**src/pkg/lss_cfg.svh**
```systemverilog
`ifndef LSS_CFG_SVH
`define LSS_CFG_SVH

// ************************************************************
// Timing
// ************************************************************
`define LSS_CLK_NS      25
`define LSS_LAT_NS      500
`define LSS_OFF_NS      500000

// ************************************************************
// Edge counts
// ************************************************************
`define LSS_CNT_W       5
`define LSS_CNT_ZERO    5'h00
`define LSS_CNT_ONE     5'h01
`define LSS_DATA_MAX    5'h10
`define LSS_ADDR_BASE   5'h10
`define LSS_ADDR_MAX    5'h15
`define LSS_CNT_SAT     5'h16

// ************************************************************
// Addresses
// ************************************************************
`define LSS_ADDR_ALL    3'h1
`define LSS_ADDR_MAIN   3'h2
`define LSS_ADDR_SUB    3'h3
`define LSS_ADDR_RANGE  3'h4
`define LSS_ADDR_LOW    3'h5

// ************************************************************
// Register codes, held as code minus one, and sink count
// ************************************************************
`define LSS_CODE_ONE    4'h0
`define LSS_CODE_OFF    4'hF
`define LSS_RANGE_20    4'h0
`define LSS_RANGE_30    4'h1
`define LSS_RANGE_15    4'h2
`define LSS_RANGE_LOW   4'h3
`define LSS_LOW_OFF     2'h0
`define LSS_LOW_SUB     2'h1
`define LSS_LOW_MAIN    2'h2
`define LSS_LOW_BOTH    2'h3
`define LSS_SINKS       6

`endif

```
**src/pkg/lss_pkg.sv**
```systemverilog
`default_nettype none
package lss_pkg;

   // Link state, one-hot
   typedef enum logic [1:0] {
      LSS_ST_OFF = 2'h1,
      LSS_ST_ON  = 2'h2
   } lss_state_t;

   // Full-scale column, one-hot
   typedef enum logic [2:0] {
      LSS_SCALE_20 = 3'h1,
      LSS_SCALE_30 = 3'h2,
      LSS_SCALE_15 = 3'h4
   } lss_scale_t;

   // Drive command for one sink group
   typedef struct packed {
      logic       on;
      logic       low_mode;
      lss_scale_t scale;
      logic [3:0] level;
      logic [1:0] low_step;
   } lss_drive_t;

endpackage : lss_pkg
`default_nettype wire

```
**src/hw/lss_hold_timer.sv**
```systemverilog
`timescale 1ns/10ps
`default_nettype none
module lss_hold_timer #(
   parameter int WIDTH = 16,
   parameter int LIMIT = 20
) (
   input  wire logic ref_clk,
   input  wire logic reset,
   input  wire logic run,
   output logic      fire
);

   logic [WIDTH-1:0] cnt_q;

   // Counts while run holds; restarts as soon as it drops
   always_ff @(posedge ref_clk)
   begin
      if (reset || !run)
         cnt_q <= '0;
      else if (cnt_q != WIDTH'(LIMIT))
         cnt_q <= cnt_q + WIDTH'(1);
   end

   // Single pulse on reaching the limit, so a long hold fires once
   assign fire = run && (cnt_q == WIDTH'(LIMIT - 1));

endmodule : lss_hold_timer
`default_nettype wire

```
**src/hw/lss_top.sv**
```systemverilog
`timescale 1ns/10ps
`default_nettype none
`include "lss_cfg.svh"
module lss_top
   import lss_pkg::*;
#(
   parameter int LAT_CYCLES = (`LSS_LAT_NS + `LSS_CLK_NS - 1) / `LSS_CLK_NS,
   parameter int OFF_CYCLES = (`LSS_OFF_NS + `LSS_CLK_NS - 1) / `LSS_CLK_NS
) (
   input  wire logic                 ref_clk,
   input  wire logic                 reset,
   input  wire logic                 en_set,
   input  wire logic [`LSS_SINKS-1:0] sink_unterminated,
   output lss_drive_t                main_sink_group,
   output lss_drive_t                sub_sink_group,
   output logic                      pump_force_2x,
   output logic                      shutdown,
   output logic [3:0]                range_select,
   output logic [2:0]                cur_addr
);

   // ************************************************************
   // Pin edges and burst counting
   // ************************************************************
   lss_state_t            state_q;
   logic                  pin_q;
   logic                  rise;
   logic [`LSS_CNT_W-1:0] burst_cnt_q;
   logic                  lat_fire;
   logic                  off_fire;
   logic                  lat_data;
   logic                  lat_addr;
   logic [2:0]            addr_q;
   logic [3:0]            main_lvl_q;
   logic [3:0]            sub_lvl_q;
   logic [3:0]            range_q;
   logic [3:0]            low_q;
   logic [3:0]            data_code;
   logic                  low_active;
   lss_drive_t            main_d;
   lss_drive_t            sub_d;
   lss_scale_t            scale;

   // Previous pin level; the pin is already in this clock's domain
   always_ff @(posedge ref_clk)
   begin
      if (reset)
         pin_q <= 1'b0;
      else
         pin_q <= en_set;
   end

   assign rise = en_set && !pin_q;

   // Saturating count so an over-long burst stays recognisable
   always_ff @(posedge ref_clk)
   begin
      if (reset || off_fire || lat_fire)
         burst_cnt_q <= `LSS_CNT_ZERO;
      else if (rise && burst_cnt_q != `LSS_CNT_SAT)
         burst_cnt_q <= burst_cnt_q + `LSS_CNT_ONE;
   end

   // ************************************************************
   // Timeouts
   // ************************************************************
   // Latch: pin held high after a burst
   lss_hold_timer #(
      .WIDTH (8),
      .LIMIT (LAT_CYCLES)
   ) u_latch_timer (
      .ref_clk (ref_clk),
      .reset   (reset),
      .run     (pin_q && en_set && burst_cnt_q != `LSS_CNT_ZERO),
      .fire    (lat_fire)
   );

   // Shutdown: pin held low while running
   lss_hold_timer #(
      .WIDTH (16),
      .LIMIT (OFF_CYCLES)
   ) u_off_timer (
      .ref_clk (ref_clk),
      .reset   (reset),
      .run     (!pin_q && !en_set && state_q == LSS_ST_ON),
      .fire    (off_fire)
   );

   // Burst classification; above 21 neither flag rises
   assign lat_data  = lat_fire && burst_cnt_q <= `LSS_DATA_MAX;
   assign lat_addr  = lat_fire && burst_cnt_q > `LSS_ADDR_BASE
                      && burst_cnt_q <= `LSS_ADDR_MAX;
   assign data_code = burst_cnt_q[3:0] - 4'h1;

   // ************************************************************
   // Run state
   // ************************************************************
   // Off until the first edge; long low drops back to off
   always_ff @(posedge ref_clk)
   begin
      if (reset)
         state_q <= LSS_ST_OFF;
      else
         unique case (state_q)
            LSS_ST_OFF:
               if (rise)
                  state_q <= LSS_ST_ON;
            LSS_ST_ON:
               if (off_fire)
                  state_q <= LSS_ST_OFF;
            default:
               state_q <= LSS_ST_OFF;
         endcase
   end

   // ************************************************************
   // Address and data registers
   // ************************************************************
   // Address stays until the next address burst or a shutdown
   always_ff @(posedge ref_clk)
   begin
      if (reset || off_fire)
         addr_q <= `LSS_ADDR_ALL;
      else if (lat_addr)
         addr_q <= 3'(burst_cnt_q - `LSS_ADDR_BASE);
   end

   // Main level: shared or main-only address
   always_ff @(posedge ref_clk)
   begin
      if (reset || off_fire)
         main_lvl_q <= `LSS_CODE_ONE;
      else if (lat_data && (addr_q == `LSS_ADDR_ALL || addr_q == `LSS_ADDR_MAIN))
         main_lvl_q <= data_code;
   end

   // Sub level: shared or sub-only address
   always_ff @(posedge ref_clk)
   begin
      if (reset || off_fire)
         sub_lvl_q <= `LSS_CODE_ONE;
      else if (lat_data && (addr_q == `LSS_ADDR_ALL || addr_q == `LSS_ADDR_SUB))
         sub_lvl_q <= data_code;
   end

   // Range select; codes above 4 have no meaning and are dropped
   always_ff @(posedge ref_clk)
   begin
      if (reset || off_fire)
         range_q <= `LSS_RANGE_20;
      else if (lat_data && addr_q == `LSS_ADDR_RANGE && data_code <= `LSS_RANGE_LOW)
         range_q <= data_code;
   end

   // Low-current register
   always_ff @(posedge ref_clk)
   begin
      if (reset || off_fire)
         low_q <= `LSS_CODE_ONE;
      else if (lat_data && addr_q == `LSS_ADDR_LOW)
         low_q <= data_code;
   end

   // ************************************************************
   // Drive decode
   // ************************************************************
   assign low_active = (range_q == `LSS_RANGE_LOW);

   // Column choice leaves the level code alone
   always_comb
   begin
      unique case (range_q)
         `LSS_RANGE_30: scale = LSS_SCALE_30;
         `LSS_RANGE_15: scale = LSS_SCALE_15;
         default:       scale = LSS_SCALE_20;
      endcase
   end

   // Group commands; low mode overrides stored levels
   always_comb
   begin
      main_d          = '0;
      sub_d           = '0;
      main_d.scale    = scale;
      sub_d.scale     = scale;
      main_d.level    = main_lvl_q;
      sub_d.level     = sub_lvl_q;
      main_d.low_mode = low_active;
      sub_d.low_mode  = low_active;
      if (state_q == LSS_ST_OFF)
      begin
         main_d.on = 1'b0;
         sub_d.on  = 1'b0;
      end
      else if (low_active)
      begin
         main_d.level    = `LSS_CODE_OFF;
         sub_d.level     = `LSS_CODE_OFF;
         main_d.low_step = low_q[1:0];
         sub_d.low_step  = low_q[1:0];
         main_d.on = low_q[3:2] == `LSS_LOW_MAIN || low_q[3:2] == `LSS_LOW_BOTH;
         sub_d.on  = low_q[3:2] == `LSS_LOW_SUB || low_q[3:2] == `LSS_LOW_BOTH;
      end
      else
      begin
         // Code 16 carries no current
         main_d.on = main_lvl_q != `LSS_CODE_OFF;
         sub_d.on  = sub_lvl_q != `LSS_CODE_OFF;
      end
   end

   // Registered drive so the sinks never see decode glitches
   always_ff @(posedge ref_clk)
   begin
      if (reset)
      begin
         main_sink_group <= '0;
         sub_sink_group  <= '0;
      end
      else
      begin
         main_sink_group <= main_d;
         sub_sink_group  <= sub_d;
      end
   end

   // Open or grounded sink pushes the pump to doubling while the link is on
   always_ff @(posedge ref_clk)
   begin
      if (reset)
         pump_force_2x <= 1'b0;
      else
         pump_force_2x <= (state_q == LSS_ST_ON) && (|sink_unterminated);
   end

   // Status view of internal state
   always_ff @(posedge ref_clk)
   begin
      if (reset)
      begin
         shutdown     <= 1'b1;
         range_select <= `LSS_RANGE_20;
         cur_addr     <= `LSS_ADDR_ALL;
      end
      else
      begin
         shutdown     <= (state_q == LSS_ST_OFF);
         range_select <= range_q;
         cur_addr     <= addr_q;
      end
   end
endmodule : lss_top
`default_nettype wire

```
**config.mk**
```make
export PLATFORM = sky130hd
export DESIGN_NAME = lss_top
export DESIGN_NICKNAME = d
export VERILOG_FILES = /design/src/pkg/lss_pkg.sv /design/src/hw/lss_hold_timer.sv /design/src/hw/lss_top.sv
export VERILOG_INCLUDE_DIRS = /design/src /design/src/pkg
export SDC_FILE = /design/constraint.sdc
export NUM_CORES = 1
export LEC_CHECK = 0
export ABC_AREA = 1
export BUFFER_PORTS_ARGS = -buffer_cell sky130_fd_sc_hd__buf_2
export CORE_MARGIN = 1
export CORE_UTILIZATION = 57
export CTS_CLUSTER_DIAMETER = 60
export DETAILED_ROUTE_END_ITERATION = 6
export HOLD_SLACK_MARGIN = 0.08
export MAX_ROUTING_LAYER = met4
export PLACE_DENSITY = 0.78
export SYNTH_ARGS = -nofsm -noshare
export SYNTH_HDL_FRONTEND = slang
export SYNTH_SLANG_ARGS = --single-unit
```
**constraint.sdc**
```tcl
create_clock -name ref_clk -period 2.34 [get_ports ref_clk]
set_clock_uncertainty 0.1 [all_clocks]
set_input_delay 0.468 -clock ref_clk [delete_from_list [all_inputs] [get_ports ref_clk]]
set_output_delay 0.468 -clock ref_clk [all_outputs]
set_load 0.1 [all_outputs]
```
# Yosys cells after proc, flatten, opt, wreduce, memory -nomap -nowiden
# Cells that the tools add are included.
totals:
  regBits: 76
  in_bits: 9
  output_inout_bits: 31
op_classes:
  addsub: 5
  n_lt_le_gt_ge: 4
  n_eq_ne: 22
  n_mux: 10
  bitwise: 1
  n_reduce_logical: 34
op_table:
  columns: ["operator", "count"]
  rows:
  - ["two-way mux 6 bit", 4]
  - ["logical AND 1 bit", 17]
  - ["adder 16 x 1 -> 16 bit (second input constant)", 1]
  - ["equality test 16 x 15 -> 1 bit (second input constant)", 1]
  - ["!= test 16 x 15 -> 1 bit (second input constant)", 1]
  - ["less-or-equal comparator 5 bit (second input constant)", 2]
  - ["adder 8 x 1 -> 8 bit (second input constant)", 1]
  - ["equality test 4 x 2 -> 1 bit (second input constant)", 2]
  - ["equality test 8 x 5 -> 1 bit (second input constant)", 1]
  - ["logical OR 1 bit", 8]
  - ["!= test 4 bit (second input constant)", 2]
  - ["!= test 8 x 5 -> 1 bit (second input constant)", 1]
  - ["equality test 2 bit (second input constant)", 3]
  - ["equality test 3 x 2 -> 1 bit (second input constant)", 2]
  - ["equality test 3 bit (second input constant)", 2]
  - ["case mux 3 bit (2 select lines)", 1]
  - ["OR reduction 6 bit", 1]
  - ["adder 5 x 1 -> 5 bit (second input constant)", 1]
  - ["> comparator 5 bit (second input constant)", 1]
  - ["!= test 5 bit (second input constant)", 1]
  - ["nonzero test 5 bit", 1]
  - ["equality test 2 x 1 -> 1 bit (second input constant)", 2]
  - ["equality test 4 x 1 -> 1 bit (second input constant)", 1]
  - ["less-or-equal comparator 4 x 2 -> 1 bit (second input constant)", 1]
  - ["12 further kinds", 18]

# Longest topological paths before layout
depth:
  word_depth: 6
  depth_mapped: 10

# Modules after synthesis
# From an unflattened synthesis, not the netlist that was laid out.
hier_totals:
  cells_unflattened: 479
  hier_area_um2: 3417.0
by_module_without_submodules:
  columns: ["mod", "n_inst", "cells_per_inst", "area_per_inst_um2", "seq_area_each_um2"]
  rows:
  - ["lss_top", 1, 265, 2053.2, 1041.0]
  - ["lss_hold_timer (u_off_timer)", 1, 143, 907.1, 320.3]
  - ["lss_hold_timer (u_latch_timer)", 1, 71, 456.7, 160.2]

# Worst setup path before layout
# No wires, ideal clock.
synth_path:
  path_type: "register to output"
  startpoint: "reg sub_sink_group[0] (netlist bit)"
  endpoint: "out sub_sink_group[0] (netlist bit)"
  arrival_ns: 1.356
  required_ns: 1.772
  slack_ns: 0.416
  path_stages_with_launch: 2
  path_buffers: 1
  cell_sequence: "dfxtp_1 > buf_4"
synth_lines:
  columns: ["element", "line", "source"]
  rows:
  - ["start: declaration", "lss_top.sv:15", "output lss_drive_t sub_sink_group,"]
  - ["start signal: assignment", "lss_top.sv:223", "sub_sink_group <= sub_d;"]
# No word-level cell between the ends.

# Final worst setup path
layout_path:
  startpoint: "reg burst_cnt_q[0]"
  endpoint: "reg sub_lvl_q[1]"
layout_between:
  elab_chain_len: 5
layout_lines:
  columns: ["element", "line", "source"]
  rows:
  - ["start: declaration", "lss_top.sv:28", "logic [`LSS_CNT_W-1:0] burst_cnt_q;"]
  - ["start signal: assignment", "lss_top.sv:59", "burst_cnt_q <= `LSS_CNT_ZERO;"]
  - ["start signal: assignment", "lss_top.sv:61", "burst_cnt_q <= burst_cnt_q + `LSS_CNT_ONE;"]
  - ["branches (longest 5 deep; another with less-or-equal comparator 5 bit)", null, null]
  - ["end signal: assignment", "lss_top.sv:141", "sub_lvl_q <= `LSS_CODE_ONE;"]
  - ["end signal: assignment", "lss_top.sv:143", "sub_lvl_q <= data_code;"]
  - ["end: declaration", "lss_top.sv:35", "logic [3:0] sub_lvl_q;"]
# Several ways; the timed one is not identified.
# A chain may end at the register's enable or synchronous reset.

==> results_dict.tcl <==
set metrics [dict create \
    status "completed" \
    p_per_area_mw_per_mm2 697 \
    drtAntennaViolNets 0 \
    switchingPower_mw 0.621 \
    initial_utilization 0.601 \
    syn_avg_cell_area_um2 7.44 \
    crit_top_cell "nand2_1" \
    detailedPlace.worstSlack_ns 0.291 \
    reg2reg_from "burst_cnt_q[0]$_SDFFE_PP0P_" \
    crit_type "flop to flop" \
    cts_tree "built" \
    via_per_inst 5.09 \
    ir_worst_vdd_mv 0.550 \
    syn_area_mm2 0.00337 \
    first_iter_violations 212 \
    synth_top_area_frac 0.452 \
    grt.overflow.total 0 \
    power_frac_comb 0.049 \
    netlist_instances 453 \
    wl_per_cell_um 11.9 \
    drive_above_1_share 0.173 \
    cts_buffers 9 \
    grt_pass1_vias 2639 \
    synth_area_leaders "dfxtp_1 (45%), nand2_1 (9.4%), nor2_1 (7.9%)" \
    regArea_mm2 0.00152 \
    place_hpwl_um 4770 \
    fin_util 0.684 \
    fin_nets 510 \
    fmax_mhz 478 \
    rsz0062_at_grt "no" \
    final-hold-violation-count 0 \
    relSlewSlack 0.663 \
    drv_cap 0 \
    fillers 473 \
    ys_seq_area_frac 0.452 \
    timing.setup.tns_ns 0 \
    path_cells "inv_1, ha_1, nand3_1, nand2_2, nor2_4, nand3_4, nand2_1, nand2_1, nor2_1" \
    num_rows 27 \
    r2r_setup_slack_ns 0.25 \
    p_int_mw 2.05 \
    grt_start_max_net_pins 26 \
    clkSlewWorstSetupHoldPaths_ns 0.08 \
    clk_latency_ns 0.36 \
    hold_path.class "input port to flop" \
    ys_seq_elements 76 \
    cp_slowest_cell "dfxtp_1" \
    cts_root_buf "clkbuf_8" \
    cts_resized 0 \
    post_cts_buffers 0 \
    cp-end-kind "flop" \
    synth_area_leader_cell "dfxtp_1" \
    crit_fanout 12 \
    tightest_slew_ns 0.503 \
    ys_warn_count 0 \
    grt_first_pass_wirelength_um 11600 \
    dieArea_mm2 0.00622 \
    worstHoldStart "en_set" \
    max_stage_delay_ns 0.45 \
    clock-sinks 76 \
    rr_endpoint "sub_lvl_q[1]$_SDFFE_PP0P_" \
    setup_violations 0 \
    core_mm2 0.00561 \
    antenna_cells 0 \
    hold_end "pin_q$_SDFF_PP0_" \
    p_seq_frac 0.491 \
    ff2ff_path_depth 9 \
    drcViolationCount 0 \
    finalMaxSlewViolations 0 \
    worst-path-buf-inv 1 \
    p_sw_frac 0.233 \
    layout_setup_ws_ns 0.248 \
    pwr-share-clk 0.461 \
    final_cell_mix "nand2_1 (84), dfxtp_1 (76), nor2_1 (71)" \
    multi_input_area_mm2 0.00150 \
    critical_path.top_delay_family "simple AND/OR/NAND/NOR gates" \
    syn2layout_area_growth_pct 13.8 \
    final_common_cell "nand2_1" \
    antenna_found_initial 0 \
    finalCritPeriodShare 0.894 \
    crit_path_start_kind "flop" \
    syn_nets 470 \
    p_leak_nw 1.59 \
    vias 2903 \
    cp_data_required_time_ns 2.53 \
    synth_cell_type_count 35 \
    clockBufferDepth 2 \
    totalWireLength_um 6770 \
    arrival_ns 2.28 \
    fin_crit_ns 2.09 \
    grtUsageTotal 0.246 \
    htreeDepth 3 \
    gp_congestion 0.916 \
    die_w_um 78.9 \
    pin_count 40 \
    dr.pass1.iters 4 \
    hold_depth 3 \
    io_buffers 39 \
    cts_hold_buffers 0 \
    dieHeight_um 78.9 \
]
[area by class of cell]
class                   count  area share
multi-input cells         295       0.390
repair buffers             42      0.0568
clock inverters             7      0.0317
inverters                  69      0.0689
well taps                  72      0.0235
flip-flops and latches     76       0.397
clock buffers               9      0.0323
[worst max-delay path by stage]
stage / depth (start not counted) / startpoint / to
final: 9 / burst_cnt_q[0]$_SDFFE_PP0P_ / sub_lvl_q[1]$_SDFFE_PP0P_
after detailed placement: 8 / burst_cnt_q[0]$_SDFFE_PP0P_ / low_q[2]$_SDFFE_PP0P_
after global routing: 9 / burst_cnt_q[0]$_SDFFE_PP0P_ / sub_lvl_q[1]$_SDFFE_PP0P_
after floorplan: 1 / sub_sink_group[0]$_SDFF_PP0_ / sub_sink_group[0]
after CTS: 9 / burst_cnt_q[0]$_SDFFE_PP0P_ / sub_lvl_q[1]$_SDFFE_PP0P_
after global placement: 8 / burst_cnt_q[0]$_SDFFE_PP0P_ / low_q[2]$_SDFFE_PP0P_
[per-layer routing]
| metal | global-route usage | share of wire | up-vias |
|---|---|---|---|
| li1 | - | - | 1509 |
| met3 | 0.0460 | 0.042 | 17 |
| met5 | - | 0 | - |
| met1 | 0.303 | 0.48 | 1308 |
| met4 | 0.136 | 0.025 | 0 |
| met2 | 0.382 | 0.45 | 69 |
[power by group through the flow]
stage | Sequential [mW] | Clock (mW) | Combinational (mW)
floorplan | 1.37 | 0 | 0.0659
global placement | 1.34 | 0 | 0.127
detailed placement | 1.34 | 0 | 0.129
CTS | 1.31 | 1.25 | 0.130
global route | 1.31 | 1.30 | 0.140
finish | 1.31 | 1.23 | 0.130
[cell usage after synthesis]
cell type and count:
nor3_1 9, xnor2_1 2, o21a_1 1, nor2_1 71
xor2_1 6, nand2_1 84, nand3_1 18, or2_0 2
o21ai_1 3, nor3_2 2, o21ai_0 18, ha_1 8
nand2_4 1, o211ai_1 1, a21oi_1 33, nor2_4 3
inv_6 1, inv_1 60, buf_2 2, inv_2 7
nor2_2 3, o21ai_4 1, o21bai_1 1, clkinv_1 1
buf_4 6, nor4_1 4, nand2_2 5, clkbuf_1 3
or2_2 2, dfxtp_1 76, nand3_4 2, buf_6 2
nand3_2 1, nand3b_1 1, nand4_1 13
[worst register-to-register path: stages (launching register included)]
cell and delay, ns:
dfxtp_1 0.45, inv_1 0.20, ha_1 0.29, nand3_1 0.13
nand2_2 0.08, nor2_4 0.32, nand3_4 0.19, nand2_1 0.11
nand2_1 0.05, nor2_1 0.12
[logic make-up (layout without fill, tap and decap cells)]
logic type | after synthesis | in the layout | share of synthesized area
buf+inv | 82 | 127 | 0.105
fa+ha+maj | 8 | 8 | 0.0297
simple gates | 221 | 221 | 0.302
xor+xnor | 8 | 8 | 0.0208
compound gates | 58 | 58 | 0.0917
flops | 76 | 76 | 0.452
[stage by stage]
| stage | hold slack [ns] | power, mW | cells | cell area (µm²) |
|---|---|---|---|---|
| CTS | 0.255 | 2.69 | 570 | 3830 |
| global placement | 0.340 | 1.47 | 554 | 3590 |
| detailed placement | 0.352 | 1.47 | 554 | 3590 |
| global route | 0.279 | 2.75 | 570 | 3830 |
| finish | 0.268 | 2.67 | 570 | 3830 |
| floorplan | 0.316 | 1.44 | 453 | 3370 |
[state kept, by name, indices dropped and copies added, names as in the netlist, 5 cells and up]
register	count
burst_cnt_q	5
u_latch_timer.cnt_q	8
u_off_timer.cnt_q	16
main_sink_group	5
sub_sink_group	11
No activity file was read; power rests on OpenSTA's default activity.
